===== config.mk =====
export PLATFORM = sky130hd
export DESIGN_NAME = cell_measure_discharge_ctrl_flat
export DESIGN_NICKNAME = d
export VERILOG_FILES = /design/src/pkg/bsm_pkg.sv /design/src/pkg/bsm_link.sv /design/src/core/cell_measure_discharge_ctrl.sv /design/src/flat_wrapper.sv
export SDC_FILE = /design/constraint.sdc
export NUM_CORES = 1
export LEC_CHECK = 0
export BUFFER_PORTS_ARGS = -buffer_cell sky130_fd_sc_hd__buf_2
export CAP_MARGIN = 30
export CORE_UTILIZATION = 60
export DETAILED_ROUTE_END_ITERATION = 10
export GPL_TIMING_DRIVEN = 1
export PLACE_DENSITY = 0.9
export SKIP_LAST_GASP = 1
export SLEW_MARGIN = 0
export SYNTH_ARGS = -nofsm -noshare
export SYNTH_HDL_FRONTEND = slang
export SYNTH_SLANG_ARGS = --single-unit

===== constraint.sdc =====
create_clock -name clk -period 10.4 [get_ports clk]
set_clock_uncertainty 0.15 [all_clocks]
set_input_delay 1.04 -clock clk [delete_from_list [all_inputs] [get_ports clk]]
set_output_delay 1.04 -clock clk [all_outputs]
set_load 0.02 [all_outputs]

===== src/pkg/bsm_pkg.sv =====
// shared constants and types for the cell measurement controller and its host
`default_nettype none
package bsm_pkg;
	// ==========================================================
	// sizes
	localparam int CELLS  = 12;
	localparam int TEN    = 10;
	localparam int TEMPS  = 3;
	localparam int CODE_W = 12;
	localparam int DATA_W = 16;

	// ==========================================================
	// commands on the link
	typedef enum logic [3:0] {
		CMD_CFG      = 4'h0, // write configuration word
		CMD_CELL     = 4'h1, // cell_convert_cmd
		CMD_OW       = 4'h2, // open_wire_convert_cmd
		CMD_CELL_DC  = 4'h3, // cell_convert_keep_discharge_cmd
		CMD_OW_DC    = 4'h4, // open_wire_convert_keep_discharge_cmd
		CMD_ONE_CELL = 4'h5, // convert the single cell in data[3:0]
		CMD_TEMP     = 4'h6, // convert temperature inputs
		CMD_ST1_CELL = 4'h7,
		CMD_ST2_CELL = 4'h8,
		CMD_ST1_TEMP = 4'h9,
		CMD_ST2_TEMP = 4'hA,
		CMD_RD_CELL  = 4'hB, // read_cell_results_cmd
		CMD_RD_TEMP  = 4'hC, // read_temperature_group_cmd
		CMD_OW_CHECK = 4'hD  // host-side open-wire sequence, never sent
	} cmd_e;

	// ==========================================================
	// configuration word layout and reset values
	localparam int          CFG_DIS_LSB  = 0;
	localparam int          CFG_TEN_BIT  = 12;
	localparam int          CFG_CDC_LSB  = 13;
	localparam logic [11:0] DIS_RST      = 12'h000;
	localparam logic        TEN_RST      = 1'b0;
	localparam logic [2:0]  CDC_RST      = 3'h0;
	localparam logic [2:0]  CDC_STANDBY  = 3'h0;
	localparam logic [2:0]  CDC_SELFTEST = 3'h1;

	// ==========================================================
	// self-test codes and temperature group layout
	localparam logic [11:0] ST1_CODE  = 12'h555;
	localparam logic [11:0] ST2_CODE  = 12'hAAA;
	localparam logic [3:0]  FLAG_WORD = 4'h3; // word after the temperatures
	localparam int          THERMAL_SHUTDOWN_FLAG_BIT  = 0;

	// ==========================================================
	// timing
	localparam int CLK_HZ          = 10_000_000;
	localparam int CONV_TIME_US    = 100;
	localparam int CONV_CYCLES     = CONV_TIME_US * (CLK_HZ / 1_000_000);
	localparam int CMP_TIME_US     = 20;
	localparam int CMP_CYCLES      = CMP_TIME_US * (CLK_HZ / 1_000_000);
	localparam int CMP_PERIOD_US   = 400;
	localparam int CMP_PERIOD_CYC  = CMP_PERIOD_US * (CLK_HZ / 1_000_000);

	// ==========================================================
	// open-wire detection
	localparam int OW_REPEAT     = 3;
	localparam int OW_THRESH_MV  = 200;
	localparam int CODE_LSB_UV   = 1000;
	localparam int OW_THRESH_CODE = OW_THRESH_MV * 1000 / CODE_LSB_UV;
endpackage
`default_nettype wire


===== src/pkg/bsm_link.sv =====
// command and response link between host and measurement controller
`default_nettype none
interface bsm_link;
	logic                       cmd_valid;
	logic                       cmd_ready;
	bsm_pkg::cmd_e              cmd_code;
	logic [bsm_pkg::DATA_W-1:0] cmd_data;
	logic                       rsp_valid;
	logic [3:0]                 rsp_index;
	logic [bsm_pkg::CODE_W-1:0] rsp_data;
	logic                       rsp_last;

	modport dev (input cmd_valid, cmd_code, cmd_data, output cmd_ready, rsp_valid, rsp_index, rsp_data, rsp_last);
	modport host (output cmd_valid, cmd_code, cmd_data, input cmd_ready, rsp_valid, rsp_index, rsp_data, rsp_last);
endinterface
`default_nettype wire


===== src/core/cell_measure_discharge_ctrl.sv =====
// device end: conversion sequencer, discharge gating, self test and thermal shutdown
// How it works
// - open-wire runs keep test currents on throughout
// - primary converts gate own and neighbour switches
// - keep-discharge converts leave enabled switches on
// - comparisons running force all switches off
// - self test one writes 0x555 everywhere
// - self test two writes 0xAAA everywhere
// - self test takes full conversion time
// - host sets duty field one before self test
// - overheating resets configuration, stops conversions
// - thermal flag set and held after shutdown
// - reading temperature group clears thermal flag
// - ten-cell select picks 10 or 12 cells
// - host reads all 10 or 12 results
// - single cell conversion command accepted
// - host compares normal and open-wire readings
// - host repeats open-wire run for large caps
// - ten-cell select resets low
// - duty field zero means standby
// - switch settings follow host configuration and overheating reset only
`default_nettype none
module cell_measure_discharge_ctrl #(
	parameter int CONV_CYC  = bsm_pkg::CONV_CYCLES,
	parameter int CMP_CYC   = bsm_pkg::CMP_CYCLES,
	parameter int CMP_PER   = bsm_pkg::CMP_PERIOD_CYC
) (
	input  wire logic                       clk,              // 10 MHz clock
	input  wire logic                       rst_n,            // synchronous reset
	bsm_link.dev                            link,             // host command link
	input  wire logic [bsm_pkg::CODE_W-1:0] adc_code,         // converter result, same clock
	input  wire logic                       die_hot,          // over-temperature comparator, async
	output logic [bsm_pkg::CELLS-1:0]       discharge_switch_output, // discharge switch drives
	output logic [3:0]                      mux_chan,         // channel being converted
	output logic                            meas_temp,        // channel is a temperature input
	output logic                            test_current_on,  // open-wire current sources
	output logic                            test_signal_on,   // self-test signal applied
	output logic                            compare_active,   // uv/ov comparison running
	output logic                            standby           // measurement circuits off
);
	// ==========================================================
	// state
	typedef enum logic [2:0] {
		S_IDLE = 3'b001,
		S_CONV = 3'b010,
		S_READ = 3'b100
	} state_e;

	typedef struct packed {
		state_e                                          st;
		bsm_pkg::cmd_e                                   kind;
		logic [3:0]                                      chan;
		logic [3:0]                                      last;
		logic [15:0]                                     timer;
		logic [15:0]                                     cmp_timer;
		logic [bsm_pkg::CELLS-1:0]                       dis;
		logic                                            ten;
		logic [2:0]                                      cdc;
		logic                                            thermal_shutdown_flag;
		logic                                            hot_s1;
		logic                                            hot_s2;
		logic                                            hot_prev;
		logic [bsm_pkg::CELLS-1:0][bsm_pkg::CODE_W-1:0]  cells;
		logic [bsm_pkg::TEMPS-1:0][bsm_pkg::CODE_W-1:0]  temps;
		logic                                            rsp_valid;
		logic [3:0]                                      rsp_index;
		logic [bsm_pkg::CODE_W-1:0]                      rsp_data;
		logic                                            rsp_last;
		logic [bsm_pkg::CELLS-1:0]                       dis_out;
	} state_s;

	state_s s;
	state_s next_s;

	// ==========================================================
	// decoders
	// switches of the measured cell and the ones just above and below
	function automatic logic [bsm_pkg::CELLS-1:0] neighbour_mask(input logic [3:0] ch);
		logic [bsm_pkg::CELLS+1:0] m;
		m = 14'h0007 << ch;
		return m[bsm_pkg::CELLS:1];
	endfunction

	function automatic logic is_ow(input bsm_pkg::cmd_e c);
		return c == bsm_pkg::CMD_OW || c == bsm_pkg::CMD_OW_DC;
	endfunction

	function automatic logic is_selftest(input bsm_pkg::cmd_e c);
		return c == bsm_pkg::CMD_ST1_CELL || c == bsm_pkg::CMD_ST2_CELL ||
			c == bsm_pkg::CMD_ST1_TEMP || c == bsm_pkg::CMD_ST2_TEMP;
	endfunction

	function automatic logic is_temp(input bsm_pkg::cmd_e c);
		return c == bsm_pkg::CMD_TEMP || c == bsm_pkg::CMD_ST1_TEMP ||
			c == bsm_pkg::CMD_ST2_TEMP || c == bsm_pkg::CMD_RD_TEMP;
	endfunction

	// ==========================================================
	// next state
	always_comb begin
		logic                       hot_rise;
		logic [bsm_pkg::CODE_W-1:0] result;
		logic [3:0]                 cell_last;
		hot_rise  = 1'b0;
		result    = '0;
		cell_last = '0;
		next_s    = s;
		next_s.rsp_valid = 1'b0;
		next_s.rsp_last  = 1'b0;
		// over-temperature comparator is asynchronous: two flops before use
		next_s.hot_s1   = die_hot;
		next_s.hot_s2   = s.hot_s1;
		next_s.hot_prev = s.hot_s2;
		hot_rise  = s.hot_s2 & ~s.hot_prev;
		cell_last = s.ten ? 4'(bsm_pkg::TEN - 1) : 4'(bsm_pkg::CELLS - 1);

		unique case (s.st)
			S_IDLE: begin
				if (link.cmd_valid) begin
					next_s.kind  = link.cmd_code;
					next_s.chan  = '0;
					next_s.timer = '0;
					unique case (link.cmd_code)
						bsm_pkg::CMD_CFG: begin
							// switches change only through this write or an overheating reset
							next_s.dis = link.cmd_data[bsm_pkg::CFG_DIS_LSB +: bsm_pkg::CELLS];
							next_s.ten = link.cmd_data[bsm_pkg::CFG_TEN_BIT];
							next_s.cdc = link.cmd_data[bsm_pkg::CFG_CDC_LSB +: 3];
						end
						bsm_pkg::CMD_RD_CELL: begin
							next_s.st   = S_READ;
							next_s.last = cell_last;
						end
						bsm_pkg::CMD_RD_TEMP: begin
							next_s.st   = S_READ;
							next_s.last = bsm_pkg::FLAG_WORD;
						end
						bsm_pkg::CMD_ONE_CELL: begin
							// out-of-range cell numbers are refused
							if (s.cdc != bsm_pkg::CDC_STANDBY &&
								link.cmd_data[3:0] < 4'(bsm_pkg::CELLS)) begin
								next_s.st   = S_CONV;
								next_s.chan = link.cmd_data[3:0];
								next_s.last = link.cmd_data[3:0];
							end
						end
						default: begin
							// conversions are refused in standby
							if (s.cdc != bsm_pkg::CDC_STANDBY) begin
								next_s.st   = S_CONV;
								next_s.last = is_temp(link.cmd_code) ? 4'(bsm_pkg::TEMPS - 1) : cell_last;
							end
						end
					endcase
				end
			end
			S_CONV: begin
				if (s.timer == 16'(CONV_CYC - 1)) begin
					// self tests store fixed codes but walk the same channels
					if (s.kind == bsm_pkg::CMD_ST1_CELL || s.kind == bsm_pkg::CMD_ST1_TEMP)
						result = bsm_pkg::ST1_CODE;
					else if (s.kind == bsm_pkg::CMD_ST2_CELL || s.kind == bsm_pkg::CMD_ST2_TEMP)
						result = bsm_pkg::ST2_CODE;
					else
						result = adc_code;
					if (is_temp(s.kind))
						next_s.temps[s.chan[1:0]] = result;
					else
						next_s.cells[s.chan] = result;
					next_s.timer = '0;
					if (s.chan == s.last)
						next_s.st = S_IDLE;
					else
						next_s.chan = s.chan + 4'h1;
				end else begin
					next_s.timer = s.timer + 16'h0001;
				end
				// standby interrupts a run; results are then undefined
				if (s.cdc == bsm_pkg::CDC_STANDBY)
					next_s.st = S_IDLE;
			end
			S_READ: begin
				next_s.rsp_valid = 1'b1;
				next_s.rsp_index = s.chan;
				next_s.rsp_last  = (s.chan == s.last);
				if (!is_temp(s.kind))
					next_s.rsp_data = s.cells[s.chan];
				else if (s.chan == bsm_pkg::FLAG_WORD) begin
					next_s.rsp_data = 12'(s.thermal_shutdown_flag) << bsm_pkg::THERMAL_SHUTDOWN_FLAG_BIT;
					next_s.thermal_shutdown_flag     = 1'b0;
				end
				else
					next_s.rsp_data = s.temps[s.chan[1:0]];
				if (s.chan == s.last)
					next_s.st = S_IDLE;
				else
					next_s.chan = s.chan + 4'h1;
			end
			default: next_s.st = S_IDLE; // one-hot code may be corrupted
		endcase

		// comparisons run between commands, once every CMP_PER cycles unless in standby
		if (s.st == S_IDLE && s.cdc != bsm_pkg::CDC_STANDBY)
			next_s.cmp_timer = (s.cmp_timer == 16'(CMP_PER - 1)) ? 16'h0000 : s.cmp_timer + 16'h0001;
		else
			next_s.cmp_timer = '0;

		// overheating: defaults back, runs stop, flag set after any clear
		if (hot_rise) begin
			next_s.dis  = bsm_pkg::DIS_RST;
			next_s.ten  = bsm_pkg::TEN_RST;
			next_s.cdc  = bsm_pkg::CDC_RST;
			next_s.st   = S_IDLE;
			next_s.thermal_shutdown_flag = 1'b1;
		end

		// switch drive follows the next state so gating lines up with the channel
		if (next_s.st == S_IDLE && next_s.cdc != bsm_pkg::CDC_STANDBY &&
			next_s.cmp_timer < 16'(CMP_CYC))
			next_s.dis_out = '0;
		else if (next_s.st == S_CONV && (next_s.kind == bsm_pkg::CMD_CELL ||
			next_s.kind == bsm_pkg::CMD_OW || next_s.kind == bsm_pkg::CMD_ONE_CELL))
			next_s.dis_out = next_s.dis & ~neighbour_mask(next_s.chan);
		else
			next_s.dis_out = next_s.dis;
	end

	// ==========================================================
	// registers
	always_ff @(posedge clk) begin
		if (!rst_n) begin
			s       <= '0;
			s.st    <= S_IDLE;
			s.kind  <= bsm_pkg::CMD_CFG;
			s.dis   <= bsm_pkg::DIS_RST;
			s.ten   <= bsm_pkg::TEN_RST;
			s.cdc   <= bsm_pkg::CDC_RST;
		end else begin
			s <= next_s;
		end
	end

	// ==========================================================
	// outputs
	assign link.cmd_ready          = (s.st == S_IDLE);
	assign link.rsp_valid          = s.rsp_valid;
	assign link.rsp_index          = s.rsp_index;
	assign link.rsp_data           = s.rsp_data;
	assign link.rsp_last           = s.rsp_last;
	assign discharge_switch_output = s.dis_out;
	assign mux_chan                = s.chan;
	assign meas_temp               = (s.st == S_CONV) && is_temp(s.kind);
	assign test_current_on         = (s.st == S_CONV) && is_ow(s.kind);
	assign test_signal_on          = (s.st == S_CONV) && is_selftest(s.kind);
	assign compare_active          = (s.st == S_IDLE) && (s.cdc != bsm_pkg::CDC_STANDBY) &&
		(s.cmp_timer < 16'(CMP_CYC));
	assign standby                 = (s.cdc == bsm_pkg::CDC_STANDBY);
endmodule // cell_measure_discharge_ctrl
`default_nettype wire


===== src/flat_wrapper.sv =====
// flat-port wrapper written by rule: the top's interface ports become plain ports
module cell_measure_discharge_ctrl_flat 
#(
	parameter int CONV_CYC  = bsm_pkg::CONV_CYCLES,
	parameter int CMP_CYC   = bsm_pkg::CMP_CYCLES,
	parameter int CMP_PER   = bsm_pkg::CMP_PERIOD_CYC
)
  (clk, rst_n, adc_code, die_hot, discharge_switch_output, mux_chan, meas_temp, test_current_on, test_signal_on, compare_active, standby, link_cmd_valid, link_cmd_code, link_cmd_data, link_cmd_ready, link_rsp_valid, link_rsp_index, link_rsp_data, link_rsp_last);
  bsm_link link_i ();
  input  wire logic clk;
  input  wire logic rst_n;
  input  wire logic [bsm_pkg::CODE_W-1:0] adc_code;
  input  wire logic die_hot;
  output logic [bsm_pkg::CELLS-1:0] discharge_switch_output;
  output logic [3:0] mux_chan;
  output logic meas_temp;
  output logic test_current_on;
  output logic test_signal_on;
  output logic compare_active;
  output logic standby;
  input wire logic [$bits(link_i.cmd_valid)-1:0] link_cmd_valid;
  input wire logic [$bits(link_i.cmd_code)-1:0] link_cmd_code;
  input wire logic [$bits(link_i.cmd_data)-1:0] link_cmd_data;
  output wire logic [$bits(link_i.cmd_ready)-1:0] link_cmd_ready;
  output wire logic [$bits(link_i.rsp_valid)-1:0] link_rsp_valid;
  output wire logic [$bits(link_i.rsp_index)-1:0] link_rsp_index;
  output wire logic [$bits(link_i.rsp_data)-1:0] link_rsp_data;
  output wire logic [$bits(link_i.rsp_last)-1:0] link_rsp_last;
  assign link_i.cmd_valid = link_cmd_valid;
  assign link_i.cmd_code = link_cmd_code;
  assign link_i.cmd_data = link_cmd_data;
  assign link_cmd_ready = link_i.cmd_ready;
  assign link_rsp_valid = link_i.rsp_valid;
  assign link_rsp_index = link_i.rsp_index;
  assign link_rsp_data = link_i.rsp_data;
  assign link_rsp_last = link_i.rsp_last;
  cell_measure_discharge_ctrl #(.CONV_CYC(CONV_CYC), .CMP_CYC(CMP_CYC), .CMP_PER(CMP_PER)) u_core (.clk(clk), .rst_n(rst_n), .link(link_i), .adc_code(adc_code), .die_hot(die_hot), .discharge_switch_output(discharge_switch_output), .mux_chan(mux_chan), .meas_temp(meas_temp), .test_current_on(test_current_on), .test_signal_on(test_signal_on), .compare_active(compare_active), .standby(standby));
endmodule

==> metrics <==
Compound-Gate Fraction of Synth Area 0.159; cts hold-fix bufs 0; share of cells above drive strength 1 0.118; hold_sp u_core.next_s[211]$_SDFF_PN0_; GR Overflow Total 0; Sink Count 277; CP peak stage delay 970 ps; Net Switching 488 uW; # fillers 1653; Critical Setup Path Class reg -> reg; Mean Syn Cell Area 8.30 sq um; status complete, no violations; Ports 76; largest family of logic cells by synthesized area simple AND/OR/NAND/NOR gates; RR Endpoint u_core.s[176]$_SDFFE_PN0P_; initial DRC count 942; Overall Power 2130 uW; postcts setup bufs 0; final net count 1631; worst skew pair latency 550 ps; CTS max path bufs 3; DR WL met2 16.1 mm; Ant. Diodes 0; Int Pwr 1640 uW; CTS tree yes; HP Class reg -> reg; max_cap viols 0; post-synthesis instance area 13400 sq um; EDFF count, synth 0; simple logic cell fraction of the synthesized area 0.269; R2R cell count 7; fin crit period 4110 ps; Leak 0.00540 uW; Worst R2R Setup Slack 6290 ps; Critical-path top delay cell nand4_1; setup_tns 0 ps; CP Capture Type flip-flop; initial antenna violation count 0; post-synthesis cell type count 64; Clock Power Share 0.452; post-synthesis mux area share 0.0797; Die Width 152 um; worst-margin pin slew 1080 ps; worst-path cell chain ha_1 -> nor4bb_1 -> nand4_1 -> nor2_1 -> nand4_1 -> o21ai_0 -> and2_1; cts repair resizes 0; post-synthesis xor/xnor area fraction 0.0156; Adder-Cell Fraction of Synth Area 0.00558; VDD IR-drop max 0.0000917 V; most numerous cell in the Yosys netlist nand2_1; clock slew at reported path FFs 60 ps; H-tree depth 1; largest net degree at the start of global routing 129; PwrDens 147 nW/um^2; worst hold slack 289 ps; Met1 Wirelength 13.4 mm; Mapped Nets 1662; fin cells 1888; Post-Syn Instances 1620; Slew HR 0.277; Slew Limit Fails 0; met3 wire length 2.87 mm; initial core utilization 0.614; Die Y-Extent 152 um; Highest Clock Rate 0.243 GHz; die area 23000 sq um; YS warnings 0; vias in the first global route 10900; Post-Route WL 33.6 mm; first-pass GRT wire length 53.0 mm; post-synthesis sequential area ratio 0.412; final number of hold-violating endpoints 0; Vias/cell 6.13; DRC 0; Worst Hold Depth 1; Gate power share 0.045; Area growth syn-to-layout 8.01%; wire length per cell 17.8 um; DRT Pass-1 Iters 5; top cells by count, synth nand2_1, dfxtp_1, o21ai_0; clock buffer count from CTS 28; cell repeated most along the worst path nand4_1; register share of total power 0.503; Worst Hold Endpoint u_core.next_s[210]$_SDFF_PN0_; Critical Path RT 10740 ps; Rows 54; DP HPWL 21.5 mm; top_reg_cell synth dfxtp_1; GP Congestion 0.886; final setup vio count 0; Synth area leaders dfxtp_1, and2_1, o21ai_0, nand2_1, mux4_2; crit path DAT 4450 ps; Final Cycle Share 0.395; top layer in use met4; share of the synthesized area in the top cell type 0.412; largest area contributor in the netlist dfxtp_1; Core Area 21900 sq um; Root Driver clkbuf_16; Async SR Flop Fraction 0; FF+latch count, synth 277; crit path max fanout 24; worst reg2reg path startpoint u_core.s[246]$_SDFFE_PN0P_; startpoint types flip-flop; sw frac 0.229; via count 11600; placed insts 1838; I/O Buffers 75; RSZ-0062 raised after global routing false; GRT Util Overall 0.289; post-route ant nets 0
[registers in the layout, indices dropped and copies added, names as in the netlist]
name and cells:
u_core.next_s 2, u_core.s 241, u_core.mux_chan 4, u_core.discharge_switch_output 12
u_core.link.rsp_last 1, u_core.link.rsp_valid 1, u_core.link.rsp_data 12, u_core.link.rsp_index 4
[worst max-delay path by stage]
| stage | startpoint | end | slack (ps) | cells after the start |
|---|---|---|---|---|
| detailed placement | link_cmd_code[2] | u_core.discharge_switch_output[8]$_SDFF_PP0_ | 6380 | 9 |
| floorplan | u_core.mux_chan[1]$_SDFF_PN0_ | u_core.discharge_switch_output[7]$_SDFF_PP0_ | 7040 | 11 |
| CTS | u_core.s[246]$_SDFFE_PN0P_ | u_core.s[115]$_SDFFE_PN0P_ | 6360 | 8 |
| global route | u_core.s[246]$_SDFFE_PN0P_ | u_core.s[176]$_SDFFE_PN0P_ | 5950 | 7 |
| finish | u_core.s[246]$_SDFFE_PN0P_ | u_core.s[176]$_SDFFE_PN0P_ | 6290 | 7 |
| global placement | link_cmd_code[2] | u_core.discharge_switch_output[8]$_SDFF_PP0_ | 6450 | 9 |
[routing by layer]
layer,global-route usage,up-vias
met5,0,-
met4,0.140,0
met3,0.0485,105
met2,0.492,536
met1,0.352,5447
li1,-,5481
[logic make-up after synthesis]
family / count (synthesis)
flops: 277
buf+inv: 173
mux: 62
simple gates: 712
fa+ha+maj: 6
xor+xnor: 24
compound gates: 366
[area by class of cell]
type / count / area [sq um] / area share
Clock buffer: 37 / 774 / 0.0533
Clock inverter: 12 / 101 / 0.00698
Inverter: 11 / 41.3 / 0.00284
Multi-Input combinational cell: 1170 / 7120 / 0.490
Sequential cell: 277 / 5550 / 0.382
Tap cell: 280 / 350 / 0.0241
Timing Repair Buffer: 101 / 592 / 0.0408
[power by group through the flow]
stage	registers, uW	logic (uW)	clock network (uW)
after global routing	1070	104	1020
after floorplan	1090	60.5	0
after global placement	1090	88.6	0
final	1070	95.8	963
after CTS	1070	93.4	970
after detailed placement	1090	92.5	0
[through the flow]
| step | util | area (sq um) | setup slack, ps |
|---|---|---|---|
| after detailed placement | 0.623 | 13600 | 6380 |
| after CTS | 0.663 | 14500 | 6360 |
| after global placement | 0.619 | 13600 | 6450 |
| final | 0.663 | 14500 | 6290 |
| after floorplan | - | 13400 | 7040 |
| after global routing | 0.663 | 14500 | 5950 |
[placed cells by master, fill, tap and decap left out, types with 10 or more instances in the layout]
cell type and n:
a21boi_0 15, a21oi_1 49, buf_4 24, xor2_1 10
nand3_1 16, nor3b_1 16, nor2_1 61, nor4_1 12
nand4_1 24, and2_1 195, nor2b_1 15, dfxtp_1 275
o21ai_0 232, a221oi_1 12, nor3_1 10, buf_2 74
clkbuf_16 28, nand2b_1 12, mux4_2 36, nand2_1 297
xnor2_1 14, mux2i_1 26, and3_1 17
[critical path: cells and delay by family (launching register included)]
family	cells	cell delay, ps
simple gates	5	2740
compound gates	1	560
flops	1	380
fa+ha+maj	1	200
Power figures use the tool's default switching activity.
